===== src/pkg/uaha_pkg.sv =====
// Shared constants, opcodes and carrier types of the unary ALU and power-down block
package uaha_pkg;

  // ==========================================================================
  // Widths
  localparam int DATA_W    = 8;
  localparam int MEM_DEPTH = 16;
  localparam int MEM_AW    = 4;
  localparam int PADDR_W   = 12;
  localparam int PDATA_W   = 32;

  // ==========================================================================
  // Register map, byte addresses
  localparam logic [PADDR_W-1:0] ADDR_CMD      = 12'h000;
  localparam logic [PADDR_W-1:0] ADDR_ACC      = 12'h004;
  localparam logic [PADDR_W-1:0] ADDR_STATUS   = 12'h008;
  localparam logic [PADDR_W-1:0] ADDR_MEM_BASE = 12'h040;
  localparam logic [PADDR_W-1:0] MEM_WIN_MASK  = 12'h03C;
  localparam int                 MEM_IDX_LSB   = 2;

  // ==========================================================================
  // Field positions
  localparam int CMD_OP_LSB   = 0;
  localparam int CMD_ADDR_LSB = 8;
  localparam int ST_Z         = 0;
  localparam int ST_C         = 1;
  localparam int ST_AC        = 2;
  localparam int ST_PDF       = 3;
  localparam int ST_TO        = 4;
  localparam int ST_BUSY      = 8;
  localparam int ST_HALT      = 9;

  // ==========================================================================
  // Reset values and arithmetic constants
  localparam logic [DATA_W-1:0] ACC_RESET     = 8'h00;
  localparam logic [3:0]        BCD_DIGIT_MAX = 4'h9;
  localparam logic [DATA_W-1:0] DAA_LOW_FIX   = 8'h06;
  localparam logic [DATA_W-1:0] DAA_HIGH_FIX  = 8'h60;
  localparam logic [DATA_W-1:0] ONE_BYTE      = 8'h01;

  // ==========================================================================
  // Opcodes and states
  typedef enum logic [2:0] {
    OP_NOP                 = 3'h0,
    OP_COMPLEMENT_IN_PLACE = 3'h1,
    OP_COMPLEMENT_TO_ACC   = 3'h2,
    OP_DECIMAL_ADJUST      = 3'h3,
    OP_DECREMENT_IN_PLACE  = 3'h4,
    OP_DECREMENT_TO_ACC    = 3'h5,
    OP_INCREMENT_IN_PLACE  = 3'h6,
    OP_POWER_DOWN          = 3'h7
  } uaha_op_type;

  typedef enum logic [2:0] {
    STATE_IDLE   = 3'b001,
    STATE_EXEC   = 3'b010,
    STATE_HALTED = 3'b100
  } uaha_state_type;

  // ==========================================================================
  // Carriers
  typedef struct packed {
    logic               psel;
    logic               penable;
    logic               pwrite;
    logic [PADDR_W-1:0] paddr;
    logic [PDATA_W-1:0] pwdata;
  } uaha_apb_req_type;

  typedef struct packed {
    logic [DATA_W-1:0] result;
    logic              memWrite;
    logic              toAcc;
    logic              zUpd;
    logic              zVal;
    logic              cUpd;
    logic              cVal;
    logic              halt;
  } uaha_alu_out_type;

endpackage


===== src/rtl/uaha_top.sv =====
// Unary ALU and power-down instruction block with APB register access
//
// Local design decisions: the address map and the APB slave port.
`timescale 1ns/1ps
// Function
// - Complement in place inverts the addressed byte, writes it back and updates zero.
// - Complement to accumulator loads the inverted byte into the accumulator only.
// - Decimal adjust adds six to the low nibble when it exceeds nine or aux carry is set.
// - Decimal adjust adds six to the high nibble when it exceeds nine or carry is set.
// - Decimal adjust writes accumulator plus 00h, 06h, 60h or 66h to the addressed byte.
// - Decimal adjust changes only carry, set when the original high nibble exceeds nine or carry was already set.
// - Decrement in place stores the byte minus one back and updates zero.
// - Decrement to accumulator loads byte minus one into the accumulator only.
// - Power down halts execution and stops the clock while keeping all contents.
// - Power down clears the watchdog counter and its prescaler.
// - Power down sets the power-down flag, clears time-out and touches no other flag.
// - Increment in place stores the byte plus one back to the byte.
module uaha_top
(
  input  wire logic                             clock,
  input  wire logic                             rst_n,
  input  wire uaha_pkg::uaha_apb_req_type       apbReq,
  output logic      [uaha_pkg::PDATA_W-1:0]     prdata,
  output logic                                  pready,
  output logic                                  pslverr,
  input  wire logic                             watchdogTimeout,
  input  wire logic                             wakeUp,
  output logic                                  clockStop,
  output logic                                  watchdogClear
);
  import uaha_pkg::*;

  uaha_state_type    state_q;
  uaha_op_type       opcode_q;
  logic [MEM_AW-1:0] opAddr_q;
  logic [DATA_W-1:0] acc_q;
  logic              zFlag_q;
  logic              cFlag_q;
  logic              acFlag_q;
  logic              pdfFlag_q;
  logic              toFlag_q;
  logic [PDATA_W-1:0] prdata_q;
  logic              pready_q;
  logic              pslverr_q;
  logic              clockStop_q;
  logic              wdClear_q;

  uaha_alu_out_type  aluOut;
  logic [DATA_W-1:0] memRd;
  logic [DATA_W-1:0] memRdApb;
  logic              memWe;
  logic [MEM_AW-1:0] memWa;
  logic [DATA_W-1:0] memWd;
  logic              exec;
  logic              halted;
  logic              access;
  logic              apbWr;
  logic              hitCmd;
  logic              hitAcc;
  logic              hitStatus;
  logic              hitMem;
  logic [MEM_AW-1:0] apbMemIdx;
  logic [PDATA_W-1:0] statusWord;
  logic [PDATA_W-1:0] readMux;

  // ==========================================================================
  // Decode
  assign exec      = (state_q == STATE_EXEC);
  assign halted    = (state_q == STATE_HALTED);
  assign access    = apbReq.psel && apbReq.penable;
  assign apbWr     = access && apbReq.pwrite && pready_q;
  assign hitCmd    = (apbReq.paddr == ADDR_CMD);
  assign hitAcc    = (apbReq.paddr == ADDR_ACC);
  assign hitStatus = (apbReq.paddr == ADDR_STATUS);
  assign hitMem    = ((apbReq.paddr & ~MEM_WIN_MASK) == ADDR_MEM_BASE);
  assign apbMemIdx = apbReq.paddr[MEM_IDX_LSB +: MEM_AW];

  // ==========================================================================
  // Datapath
  uaha_alu u_alu
  (
    .opcode     (opcode_q),
    .operand    (memRd),
    .acc        (acc_q),
    .carryIn    (cFlag_q),
    .auxCarryIn (acFlag_q),
    .aluOut     (aluOut)
  );

  // Instruction write-back wins; software writes are refused while busy or halted
  assign memWe = exec ? aluOut.memWrite : (apbWr && hitMem && !halted);
  assign memWa = exec ? opAddr_q : apbMemIdx;
  assign memWd = exec ? aluOut.result : apbReq.pwdata[DATA_W-1:0];

  uaha_dmem #(.DEPTH(MEM_DEPTH), .AW(MEM_AW), .W(DATA_W)) u_dmem
  (
    .clock   (clock),
    .wrEn    (memWe),
    .wrAddr  (memWa),
    .wrData  (memWd),
    .rdAddrA (opAddr_q),
    .rdDataA (memRd),
    .rdAddrB (apbMemIdx),
    .rdDataB (memRdApb)
  );

  // ==========================================================================
  // Sequencer
  always_ff @(posedge clock or negedge rst_n)
  begin
    if (!rst_n)
    begin
      state_q  <= STATE_IDLE;
      opcode_q <= OP_NOP;
      opAddr_q <= '0;
    end
    else
    begin
      case (state_q)
        STATE_IDLE:
        begin
          if (apbWr && hitCmd)
          begin
            opcode_q <= uaha_op_type'(apbReq.pwdata[CMD_OP_LSB +: 3]);
            opAddr_q <= apbReq.pwdata[CMD_ADDR_LSB +: MEM_AW];
            state_q  <= STATE_EXEC;
          end
        end
        STATE_EXEC:
        begin
          state_q <= aluOut.halt ? STATE_HALTED : STATE_IDLE;
        end
        STATE_HALTED:
        begin
          if (wakeUp)
          begin
            state_q <= STATE_IDLE;
          end
        end
        default:
        begin
          state_q <= STATE_IDLE;
        end
      endcase
    end
  end

  // ==========================================================================
  // Accumulator
  always_ff @(posedge clock or negedge rst_n)
  begin
    if (!rst_n)
    begin
      acc_q <= ACC_RESET;
    end
    else if (exec && aluOut.toAcc)
    begin
      acc_q <= aluOut.result;
    end
    else if (apbWr && hitAcc && !exec && !halted)
    begin
      acc_q <= apbReq.pwdata[DATA_W-1:0];
    end
  end

  // ==========================================================================
  // Flags
  always_ff @(posedge clock or negedge rst_n)
  begin
    if (!rst_n)
    begin
      zFlag_q  <= 1'b0;
      cFlag_q  <= 1'b0;
      acFlag_q <= 1'b0;
    end
    else if (exec)
    begin
      if (aluOut.zUpd)
      begin
        zFlag_q <= aluOut.zVal;
      end
      if (aluOut.cUpd)
      begin
        cFlag_q <= aluOut.cVal;
      end
    end
    else if (apbWr && hitStatus && !halted)
    begin
      zFlag_q  <= apbReq.pwdata[ST_Z];
      cFlag_q  <= apbReq.pwdata[ST_C];
      acFlag_q <= apbReq.pwdata[ST_AC];
    end
  end

  // Watchdog time-out sets win over power-down and software clears
  always_ff @(posedge clock or negedge rst_n)
  begin
    if (!rst_n)
    begin
      pdfFlag_q <= 1'b0;
      toFlag_q  <= 1'b0;
    end
    else
    begin
      if (exec && aluOut.halt)
      begin
        pdfFlag_q <= 1'b1;
      end
      else if (apbWr && hitStatus && apbReq.pwdata[ST_PDF])
      begin
        pdfFlag_q <= 1'b0;
      end
      if (watchdogTimeout)
      begin
        toFlag_q <= 1'b1;
      end
      else if ((exec && aluOut.halt) || (apbWr && hitStatus && apbReq.pwdata[ST_TO]))
      begin
        toFlag_q <= 1'b0;
      end
    end
  end

  // ==========================================================================
  // Power-down controls
  always_ff @(posedge clock or negedge rst_n)
  begin
    if (!rst_n)
    begin
      clockStop_q <= 1'b0;
      wdClear_q   <= 1'b0;
    end
    else
    begin
      wdClear_q <= exec && aluOut.halt;
      if (exec && aluOut.halt)
      begin
        clockStop_q <= 1'b1;
      end
      else if (halted && wakeUp)
      begin
        clockStop_q <= 1'b0;
      end
    end
  end

  // ==========================================================================
  // APB slave, one wait state so every output stays registered
  always_comb
  begin
    statusWord          = '0;
    statusWord[ST_Z]    = zFlag_q;
    statusWord[ST_C]    = cFlag_q;
    statusWord[ST_AC]   = acFlag_q;
    statusWord[ST_PDF]  = pdfFlag_q;
    statusWord[ST_TO]   = toFlag_q;
    statusWord[ST_BUSY] = exec;
    statusWord[ST_HALT] = halted;
    readMux             = '0;
    if (hitAcc)
    begin
      readMux[DATA_W-1:0] = acc_q;
    end
    else if (hitStatus)
    begin
      readMux = statusWord;
    end
    else if (hitMem)
    begin
      readMux[DATA_W-1:0] = memRdApb;
    end
  end

  always_ff @(posedge clock or negedge rst_n)
  begin
    if (!rst_n)
    begin
      pready_q  <= 1'b0;
      pslverr_q <= 1'b0;
      prdata_q  <= '0;
    end
    else
    begin
      pready_q  <= access && !pready_q;
      pslverr_q <= access && !pready_q && !(hitCmd || hitAcc || hitStatus || hitMem);
      if (access && !pready_q && !apbReq.pwrite)
      begin
        prdata_q <= readMux;
      end
    end
  end

  assign prdata        = prdata_q;
  assign pready        = pready_q;
  assign pslverr       = pslverr_q;
  assign clockStop     = clockStop_q;
  assign watchdogClear = wdClear_q;
endmodule // uaha_top


===== src/rtl/uaha_alu.sv =====
// Combinational datapath of the unary instructions
`timescale 1ns/1ps
module uaha_alu
(
  input  wire uaha_pkg::uaha_op_type              opcode,
  input  wire logic [uaha_pkg::DATA_W-1:0]        operand,
  input  wire logic [uaha_pkg::DATA_W-1:0]        acc,
  input  wire logic                               carryIn,
  input  wire logic                               auxCarryIn,
  output uaha_pkg::uaha_alu_out_type              aluOut
);
  import uaha_pkg::*;

  logic              lowAdj;
  logic              highAdj;
  logic [DATA_W-1:0] correction;
  logic [DATA_W:0]   daaSum;

  // ==========================================================================
  // Decimal adjust correction
  assign lowAdj     = (acc[3:0] > BCD_DIGIT_MAX) || auxCarryIn;
  assign highAdj    = (acc[7:4] > BCD_DIGIT_MAX) || carryIn;
  assign correction = (lowAdj ? DAA_LOW_FIX : '0) | (highAdj ? DAA_HIGH_FIX : '0);
  assign daaSum     = {1'b0, acc} + {1'b0, correction};

  // ==========================================================================
  // Operation select
  always_comb
  begin
    aluOut = '0;
    case (opcode)
      OP_COMPLEMENT_IN_PLACE:
      begin
        aluOut.result   = ~operand;
        aluOut.memWrite = 1'b1;
        aluOut.zUpd     = 1'b1;
      end
      OP_COMPLEMENT_TO_ACC:
      begin
        aluOut.result = ~operand;
        aluOut.toAcc  = 1'b1;
        aluOut.zUpd   = 1'b1;
      end
      OP_DECIMAL_ADJUST:
      begin
        aluOut.result   = daaSum[DATA_W-1:0];
        aluOut.memWrite = 1'b1;
        aluOut.cUpd     = 1'b1;
        // Carry already set means the sum passed 99 before adjust
        aluOut.cVal     = carryIn | daaSum[DATA_W];
      end
      OP_DECREMENT_IN_PLACE:
      begin
        aluOut.result   = operand - ONE_BYTE;
        aluOut.memWrite = 1'b1;
        aluOut.zUpd     = 1'b1;
      end
      OP_DECREMENT_TO_ACC:
      begin
        aluOut.result = operand - ONE_BYTE;
        aluOut.toAcc  = 1'b1;
        aluOut.zUpd   = 1'b1;
      end
      OP_INCREMENT_IN_PLACE:
      begin
        aluOut.result   = operand + ONE_BYTE;
        aluOut.memWrite = 1'b1;
        aluOut.zUpd     = 1'b1;
      end
      OP_POWER_DOWN:
      begin
        aluOut.halt = 1'b1;
      end
      default:
      begin
        aluOut = '0;
      end
    endcase
    aluOut.zVal = (aluOut.result == '0);
  end

endmodule // uaha_alu


===== src/rtl/uaha_dmem.sv =====
// Data memory holding the instruction operands
`timescale 1ns/1ps
module uaha_dmem
#(
  parameter int DEPTH = 16,
  parameter int AW    = 4,
  parameter int W     = 8
)
(
  input  wire logic          clock,
  input  wire logic          wrEn,
  input  wire logic [AW-1:0] wrAddr,
  input  wire logic [W-1:0]  wrData,
  input  wire logic [AW-1:0] rdAddrA,
  output logic      [W-1:0]  rdDataA,
  input  wire logic [AW-1:0] rdAddrB,
  output logic      [W-1:0]  rdDataB
);

  // ==========================================================================
  // Storage, no reset so contents survive power-down and warm reset alike
  logic [W-1:0] mem [DEPTH];

  always_ff @(posedge clock)
  begin
    if (wrEn)
    begin
      mem[wrAddr] <= wrData;
    end
  end

  assign rdDataA = mem[rdAddrA];
  assign rdDataB = mem[rdAddrB];

endmodule // uaha_dmem


===== config.mk =====
export PLATFORM = sky130hd
export DESIGN_NAME = uaha_top
export DESIGN_NICKNAME = d
export VERILOG_FILES = /design/src/pkg/uaha_pkg.sv /design/src/rtl/uaha_top.sv /design/src/rtl/uaha_alu.sv /design/src/rtl/uaha_dmem.sv
export SDC_FILE = /design/constraint.sdc
export NUM_CORES = 1
export LEC_CHECK = 0
export ABC_AREA = 1
export BUFFER_PORTS_ARGS = -buffer_cell sky130_fd_sc_hd__buf_2
export CAP_MARGIN = 30
export CORE_UTILIZATION = 44
export CTS_CLUSTER_SIZE = 12
export DETAILED_ROUTE_END_ITERATION = 8
export PLACE_DENSITY_LB_ADDON = 0.3
export SYNTH_ARGS = -nofsm -noshare
export SYNTH_HDL_FRONTEND = slang
export SYNTH_SLANG_ARGS = --single-unit
export TNS_END_PERCENT = 20

===== constraint.sdc =====
create_clock -name clock -period 9.95 [get_ports clock]
set_input_delay 0.995 -clock clock [delete_from_list [all_inputs] [get_ports clock]]
set_output_delay 0.995 -clock clock [all_outputs]
set_load 0.02 [all_outputs]

==> flow_summary.json, run 1 <==
{
  "cts_tree": "done",
  "design.core.area_mm2": 0.02036,
  "synth_edf_count": 128,
  "worstSkewPairLatency_ns": 0.44,
  "multi_input_comb_area_mm2": 0.003561,
  "relSlewSlack_pct": 39.98,
  "detail_route.wl_per_cell_um": 19.76,
  "fp.dieArea_mm2": 0.02150,
  "io_pins": 87,
  "global_route.overflow_total": 0,
  "timing.critical_path.arrival_ns": 4.29,
  "timing_max_transition_violations_final": 0,
  "clock.fmax_mhz": 233.5,
  "timing.setup.tns_ns": 0,
  "maximum_clock_path_buffer_count": 2,
  "via_count_of_the_first_global_routing_pass": 7184,
  "synthFlopType": "edfxtp_1",
  "port_buffers": 44,
  "fin_clk_skew_ns": 0.01040,
  "outcome": "finished clean",
  "yosys.cell_types.count": 46,
  "detailedRoute.firstPassIterationCount": 6,
  "critPathRequiredTime_ns": 9.95,
  "postSynth.asyncResetShare_pct": 22.42,
  "synth.yosys.seq_area_share_pct": 51.83,
  "post_synthesis_average_cell_area_um2": 8.775,
  "htreeDepth": 4,
  "syn2layout_area_growth_pct": 9.692,
  "seq_area_mm2": 0.004772,
  "timing.final.crit_period_ns": 4.283,
  "grt_first_pass_wirelength_mm": 41.34,
  "initialDrtViolationCount": 935,
  "post-route-util_pct": 49.58,
  "post_cts_resize_count": 0,
  "final_min_period_over_clock_period_pct": 43.04,
  "static-leakage-power_nw": 4.119,
  "rsz0062_at_grt": "no",
  "die-width_um": 146.6,
  "post-cts-setup-buffers": 0,
  "synthesis.area_mm2": 0.009205,
  "hold_class": "reg -> reg",
  "worst-setup-path-type": "reg -> reg",
  "post-route-drc-count": 0,
  "fin_worst_hold_slack_ns": 0.4805,
  "critical_path.max_fanout": 89,
  "finish.net_count": 1140,
  "pre_cts_ws_ns": 5.829,
  "die_h_um": 146.6,
  "synth_warnings": 0,
  "rows": 52,
  "actual_slew_at_the_worst_max_slew_pin_ns": 0.9003,
  "place.detailed.hpwl_mm": 17.83,
  "yosys_register_bits": 165,
  "num_vias": 7782,
  "synthesis.instances": 1049,
  "clock-root-buffer": "clkbuf_16",
  "gpl.final_weighted_congestion": 0.9345,
  "hold_buffers": 0,
  "final_count_of_hold_timing_violations": 0,
  "layout.filler_cells": 1923,
  "power_density_cells_mw_per_mm2": 148.4,
  "routed_via_density": 5.722,
  "antenna_cells": 0,
  "drt-total-wl_mm": 26.87,
  "critical_path.endpoint_type": "flop",
  "cap_violations": 0,
  "clock_buffers_created_by_tritoncts": 17,
  "clock-sinks": 165,
  "drive_above_1_share_pct": 11.19,
  "final-setup-viol-count": 0,
  "timing.final.ws_setup_ns": 5.667,
  "maximum_number_of_pins_on_one_net_before_global_route_repair": 90,
  "grt_antenna_before_repair": 0,
  "ir_drop_mv": 0.08872,
  "clock_transition_at_path_regs_ns": 0.07,
  "cp-start-kind": "flop",
  "grtUsageTotal_pct": 25.75,
  "postRouteAntennaNets": 0,
  "initial_utilization_pct": 45.20
}
==> critical path: stages, from the launching register on <==
cell      delay (ns)
dfrtp_2         0.59
buf_4           0.74
a21oi_1         0.17
o21ai_1         0.11
o21ai_1         0.17
o211ai_1        0.27
nand2_1         0.11
ha_1            0.38
a21oi_1         0.24
o211ai_1        0.13
xor2_1          0.16
nand2_1         0.07
nand3_1         0.15
nand2_1         0.09
nand2_1         0.40
==> power by group <==
| group | total (mW) | internal [mW] | switching [mW] |
|---|---|---|---|
| registers | 0.751 | 0.748 | 0.00305 |
| logic | 0.101 | 0.0258 | 0.0753 |
| clock network | 0.646 | 0.351 | 0.295 |
| total | 1.50 | 1.12 | 0.373 |
==> synth_stat cells, drive strengths merged (2+ instances only) <==
cell type,n,area share [%]
nor3,8,0.56
o31ai,3,0.24
xor2,2,0.19
a221oi,2,0.19
inv,129,5.3
or2,2,0.14
nor2,94,3.9
a31oi,10,0.68
fa,2,0.43
o211ai,32,2.6
o21ai,118,6.4
clkbuf,20,0.82
a21oi,71,3.9
nand4,2,0.14
nand3,106,6.0
buf,55,4.3
nand2,177,7.3
edfxtp,128,42
ha,10,1.4
o22ai,7,0.48
nor4,3,0.34
dfrtp,36,9.8
o221ai,21,2.0
==> area by class of cell <==
| class | count | share of cell area [%] |
|---|---|---|
| Inverter | 130 | 4.857 |
| Sequential cell | 165 | 47.26 |
| Timing Repair Buffer | 63 | 3.631 |
| Tap cell | 270 | 3.346 |
| Clock buffer | 17 | 4.213 |
| Clock inverter | 15 | 1.425 |
| Multi-Input combinational cell | 700 | 35.27 |
==> final timing paths <==
path                        startpoint           endpoint  cells after the start  slack [ns]
max in group asynchronous        rst_n        opAddr_q[0]                      1        8.74
max                        opAddr_q[0]  u_dmem.mem[11][6]                     14        5.67
max reg2reg                opAddr_q[0]  u_dmem.mem[11][6]                     14        5.67
min in group asynchronous        rst_n        opAddr_q[1]                      1        0.65
min reg2reg                  prdata[1]          prdata[1]                      2        0.48
min                          prdata[1]          prdata[1]                      2        0.48
==> state kept, by name (all words and copies together), names as in the netlist <==
signal,flops
pslverr,1
state_q,3
acc_q,8
pdfFlag_q,1
cFlag_q,1
acFlag_q,1
pready,1
clockStop,1
opAddr_q,4
zFlag_q,1
watchdogClear,1
u_dmem.mem,128
toFlag_q,1
opcode_q,3
prdata,10
==> layer usage <==
metal,up-vias,wire length (µm),global-route usage [%]
li1,3653,-,-
met1,3636,11080,34.68
met2,431,12570,41.42
met3,62,2394,4.063
met4,0,824,10.47
met5,-,0,0
==> stage by stage <==
stage	std cells	cell area, µm²	power (mW)
after floorplan	1070	9284	0.8291
after global placement	1327	9517	0.8640
after detailed placement	1328	9528	0.8651
after CTS	1360	10100	1.500
after global routing	1360	10100	1.533
final	1360	10100	1.498
==> cell usage in the layout, fill, tap and decap left out, types with 35 or more instances in the layout <==
master    instances
inv_1           122
nand2_1         174
edfxtp_1        128
dfrtp_1          35
buf_2            44
a21oi_1          70
nor2_1           90
o21ai_0          86
nand3_1         102
==> logic make-up (layout without fill, tap and decap cells) <==
logic type | Yosys count | in the layout | share of synthesized area (%)
and+or+nand+nor | 393 | 393 | 18.59
AOI/OAI and AO/OA | 270 | 270 | 17.05
buffers and inverters | 205 | 225 | 10.40
DFF | 165 | 165 | 51.83
adders and majority gates | 12 | 12 | 1.794
xor gates and xnor gates | 2 | 2 | 0.1903
other | 1 | 22 | 0.04074
muxes | 1 | 1 | 0.1087
Power figures use the tool's default switching activity.
==> run 2: changes to the inputs <==
- ABC_AREA: 1 -> 0
- clock period: 9.95 -> 3.9 ns (I/O delays scaled with it)
==> run 2 against run 1 <==
- the run now ends with setup timing left
- final cell count down 27%
- power up 150%
- clock skew up 0.0040 ns
- combinational power is 130% higher
- worst setup slack worse by 5.8 ns
- via count fell by 23%
- register-to-register slack got worse by 5.8 ns
- sequential share of layout area shrank 1.1 points
- die area fell by 4.5%
- non-clock buffer count up 51
- wire length down 11%
- largest cell class unchanged
- largest power group unchanged
==> flow_summary.json, run 2 <==
{
  "outcome": "finished, violations left",
  "violations": "setup timing",
  "antenna_cells": 0,
  "htreeDepth": 4,
  "power.sequential.fraction_pct": 51.9,
  "synth_warnings": 0,
  "ys_top_cells_by_area": "edfxtp_1 44%, mux4_2 18%, dfrtp_1 10%",
  "actual_slew_at_the_worst_max_slew_pin_ns": 1.015,
  "gr-usage-met2_pct": 41.90,
  "timing.final.crit_period_ns": 4.001,
  "timing.setup.tns_ns": -1.942,
  "clock_buffers_created_by_tritoncts": 17,
  "multi_input_comb_area_mm2": 0.003815,
  "grt_antenna_before_repair": 0,
  "post-route-drc-count": 0,
  "clock-root-buffer": "clkbuf_16",
  "postSynth.asyncResetShare_pct": 22.42,
  "cts_tree": "done",
  "clock_transition_at_path_regs_ns": 0.07,
  "yosys-top-cells-count": "128 x edfxtp_1, 69 x mux4_2, 44 x nor2_1",
  "synthFlopType": "edfxtp_1",
  "reg2reg_setup_slack_ns": -0.10,
  "post_synth_top_area_share_pct": 43.77,
  "yosys_register_bits": 165,
  "drive_above_1_share_pct": 33.24,
  "ir_drop_mv": 0.2630,
  "timing.final.ws_setup_ns": -0.1010,
  "synthesis.area_mm2": 0.008782,
  "share_clk_of_total_power_pct": 41.7,
  "num_vias": 6031,
  "detailedRoute.firstPassIterationCount": 5,
  "drt-total-wl_mm": 24.01,
  "detail_route.wl_per_cell_um": 24.03,
  "synthesis.instances": 628,
  "port_buffers": 44,
  "critPathRequiredTime_ns": 4.06,
  "critical_path.endpoint_type": "flop",
  "global_route.overflow_total": 0,
  "rr_endpoint": "u_dmem.mem[6][7]",
  "maximum_number_of_pins_on_one_net_before_global_route_repair": 40,
  "global_route.peak_usage_layer": "met2",
  "sw_share_pct": 23.83,
  "post_synthesis_average_cell_area_um2": 13.98,
  "synth.yosys.seq_area_share_pct": 54.32,
  "maximum_clock_path_buffer_count": 2,
  "final-setup-viol-count": 32,
  "power_density_cells_mw_per_mm2": 357.9,
  "critical_path.max_fanout": 8,
  "largest_register_ff_count": 128,
  "worstSkewPairLatency_ns": 0.44,
  "postRouteAntennaNets": 0,
  "routed_via_density": 6.037,
  "fin_clk_skew_ns": 0.01440,
  "initial_utilization_pct": 44.98,
  "io_pins": 87,
  "top_register": "u_dmem.mem",
  "fp.dieArea_mm2": 0.02053,
  "static-leakage-power_nw": 3.656,
  "timing.critical_path.arrival_ns": 4.17,
  "fin_worst_hold_slack_ns": 0.05879,
  "share_comb_of_total_power_pct": 6.4,
  "die_h_um": 143.3,
  "place.detailed.hpwl_mm": 16.46,
  "seq_area_mm2": 0.004772,
  "cap_violations": 0,
  "layout.cells.most_common_list": "128 x edfxtp_1, 69 x mux4_2, 62 x buf_4",
  "clock-sinks": 165,
  "final_min_period_over_clock_period_pct": 102.6,
  "yosys.cell_types.count": 62,
  "design.core.area_mm2": 0.01953,
  "globalRouteMet3Util_pct": 4.930,
  "clock.fmax_mhz": 249.9,
  "pre_cts_ws_ns": -0.09319,
  "finish.net_count": 785,
  "critical_path.reg2reg.startpoint": "opAddr_q[0]",
  "rows": 51,
  "power_switching_mw": 0.8823,
  "grtUsageTotal_pct": 24.81,
  "initialDrtViolationCount": 651,
  "hold_class": "in -> async",
  "synth.most_common_cell": "edfxtp_1",
  "grt_first_pass_wirelength_mm": 36.38,
  "rsz0062_at_grt": "yes",
  "final_common_cell": "edfxtp_1",
  "timing_max_transition_violations_final": 0,
  "p_int_mw": 2.820,
  "gr-usage-met1_pct": 32.00,
  "yosys.area.top_type": "edfxtp_1",
  "synth_edf_count": 128,
  "via_count_of_the_first_global_routing_pass": 6120,
  "die-width_um": 143.3,
  "syn2layout_area_growth_pct": 17.77,
  "worst-setup-path-type": "reg -> reg",
  "ff2ff_path_depth": 16,
  "final_count_of_hold_timing_violations": 0,
  "layout.filler_cells": 1603,
  "relSlewSlack_pct": 32.36,
  "cp-start-kind": "flop",
  "gpl.final_weighted_congestion": 0.8891
}
==> run 2: cell types whose count changed in the layout (fill, tap and decap cells not counted), moves of 31 or more <==
cell,before,now
o21ai_0,86,25
mux4_2,0,69
inv_1,122,12
nand3_1,102,7
o211ai_1,32,1
nor2_1,90,44
a21oi_1,70,32
nand2_1,174,36
buf_4,18,62
==> run 2: layer usage <==
layer,vias up,wire length [µm]
li1,2632,-
met1,3073,9598
met2,282,12020
met3,44,1835
met4,0,547
met5,-,0
==> run 2: critical path, stage by stage, from the launching register on <==
cell       delay (ns)
dfrtp_2          0.43
buf_6            0.13
buf_16           0.12
mux4_2           0.51
nand2_2          0.09
and3_1           0.17
a31oi_1          0.06
buf_4            0.18
ha_4             0.24
buf_4            0.15
and3_4           0.17
a22o_1           0.23
a31oi_4          0.19
o2bb2ai_4        0.15
mux2i_1          0.09
a221o_2          0.47
mux2_4           0.34
==> run 2: worst max-delay path by stage <==
| stage | from | endpoint | cells after the start |
|---|---|---|---|
| final | opAddr_q[0] | u_dmem.mem[6][7] | 16 |
| after global routing | opAddr_q[0] | u_dmem.mem[6][7] | 16 |
| after CTS | opAddr_q[0] | u_dmem.mem[6][7] | 16 |
| after detailed placement | opAddr_q[0] | u_dmem.mem[10][7] | 15 |
| after global placement | opAddr_q[0] | u_dmem.mem[2][6] | 14 |
| after floorplan | opAddr_q[0] | u_dmem.mem[0][7] | 14 |
==> run 2: kinds of logic (layout without fill, tap and decap cells) <==
group / Yosys count / after routing / synth area share (%)
adder cells (fa/ha/maj): 12 / 12 / 1.881
XOR/XNOR: 11 / 11 / 1.097
AND/OR/NAND/NOR: 151 / 151 / 8.320
flip-flops: 165 / 165 / 54.32
multiplexers: 93 / 94 / 20.54
AO/OA/AOI/OAI: 121 / 121 / 9.332
buffers and inverters: 74 / 158 / 4.459
other: 1 / 22 / 0.04270
==> run 2: through the flow <==
stage / cells / utilization (%) / area, µm² / total power [mW]
3_5_place_dp: 957 / 49.26 / 9618 / 2.192
4_1_cts: 995 / 52.74 / 10300 / 3.732
2_1_floorplan: 649 / - / 8897 / 2.116
5_1_grt: 999 / 52.97 / 10340 / 3.807
6_report: 999 / 52.97 / 10340 / 3.702
3_3_place_gp: 956 / 49.22 / 9610 / 2.186
==> run 2: cell type report <==
cell class                 instances  share of cell area [%]
inverter                          13                  0.4718
multi-input combinational        411                   36.89
clock inverter                    13                  0.9799
timing repair buffer             114                   8.166
tap                              265                   3.206
sequential                       165                   46.14
clock buffer                      18                   4.150
==> run 2: power by group through the flow <==
stage	Clock, mW	Combinational, mW	Sequential (mW)
floorplan	0	0.135	1.98
global placement	0	0.228	1.96
detailed placement	0	0.233	1.96
CTS	1.57	0.236	1.92
global route	1.63	0.256	1.92
finish	1.54	0.236	1.92
==> run 2: repair_timing <==
action | in CTS | in global routing
setup endpoints to repair | 33 | 34
gates cloned | 2 | 0
resized for setup | 12 | 6
pin swaps | 4 | 5
setup buffers | 5 | 3
hold buffers | 0 | 0
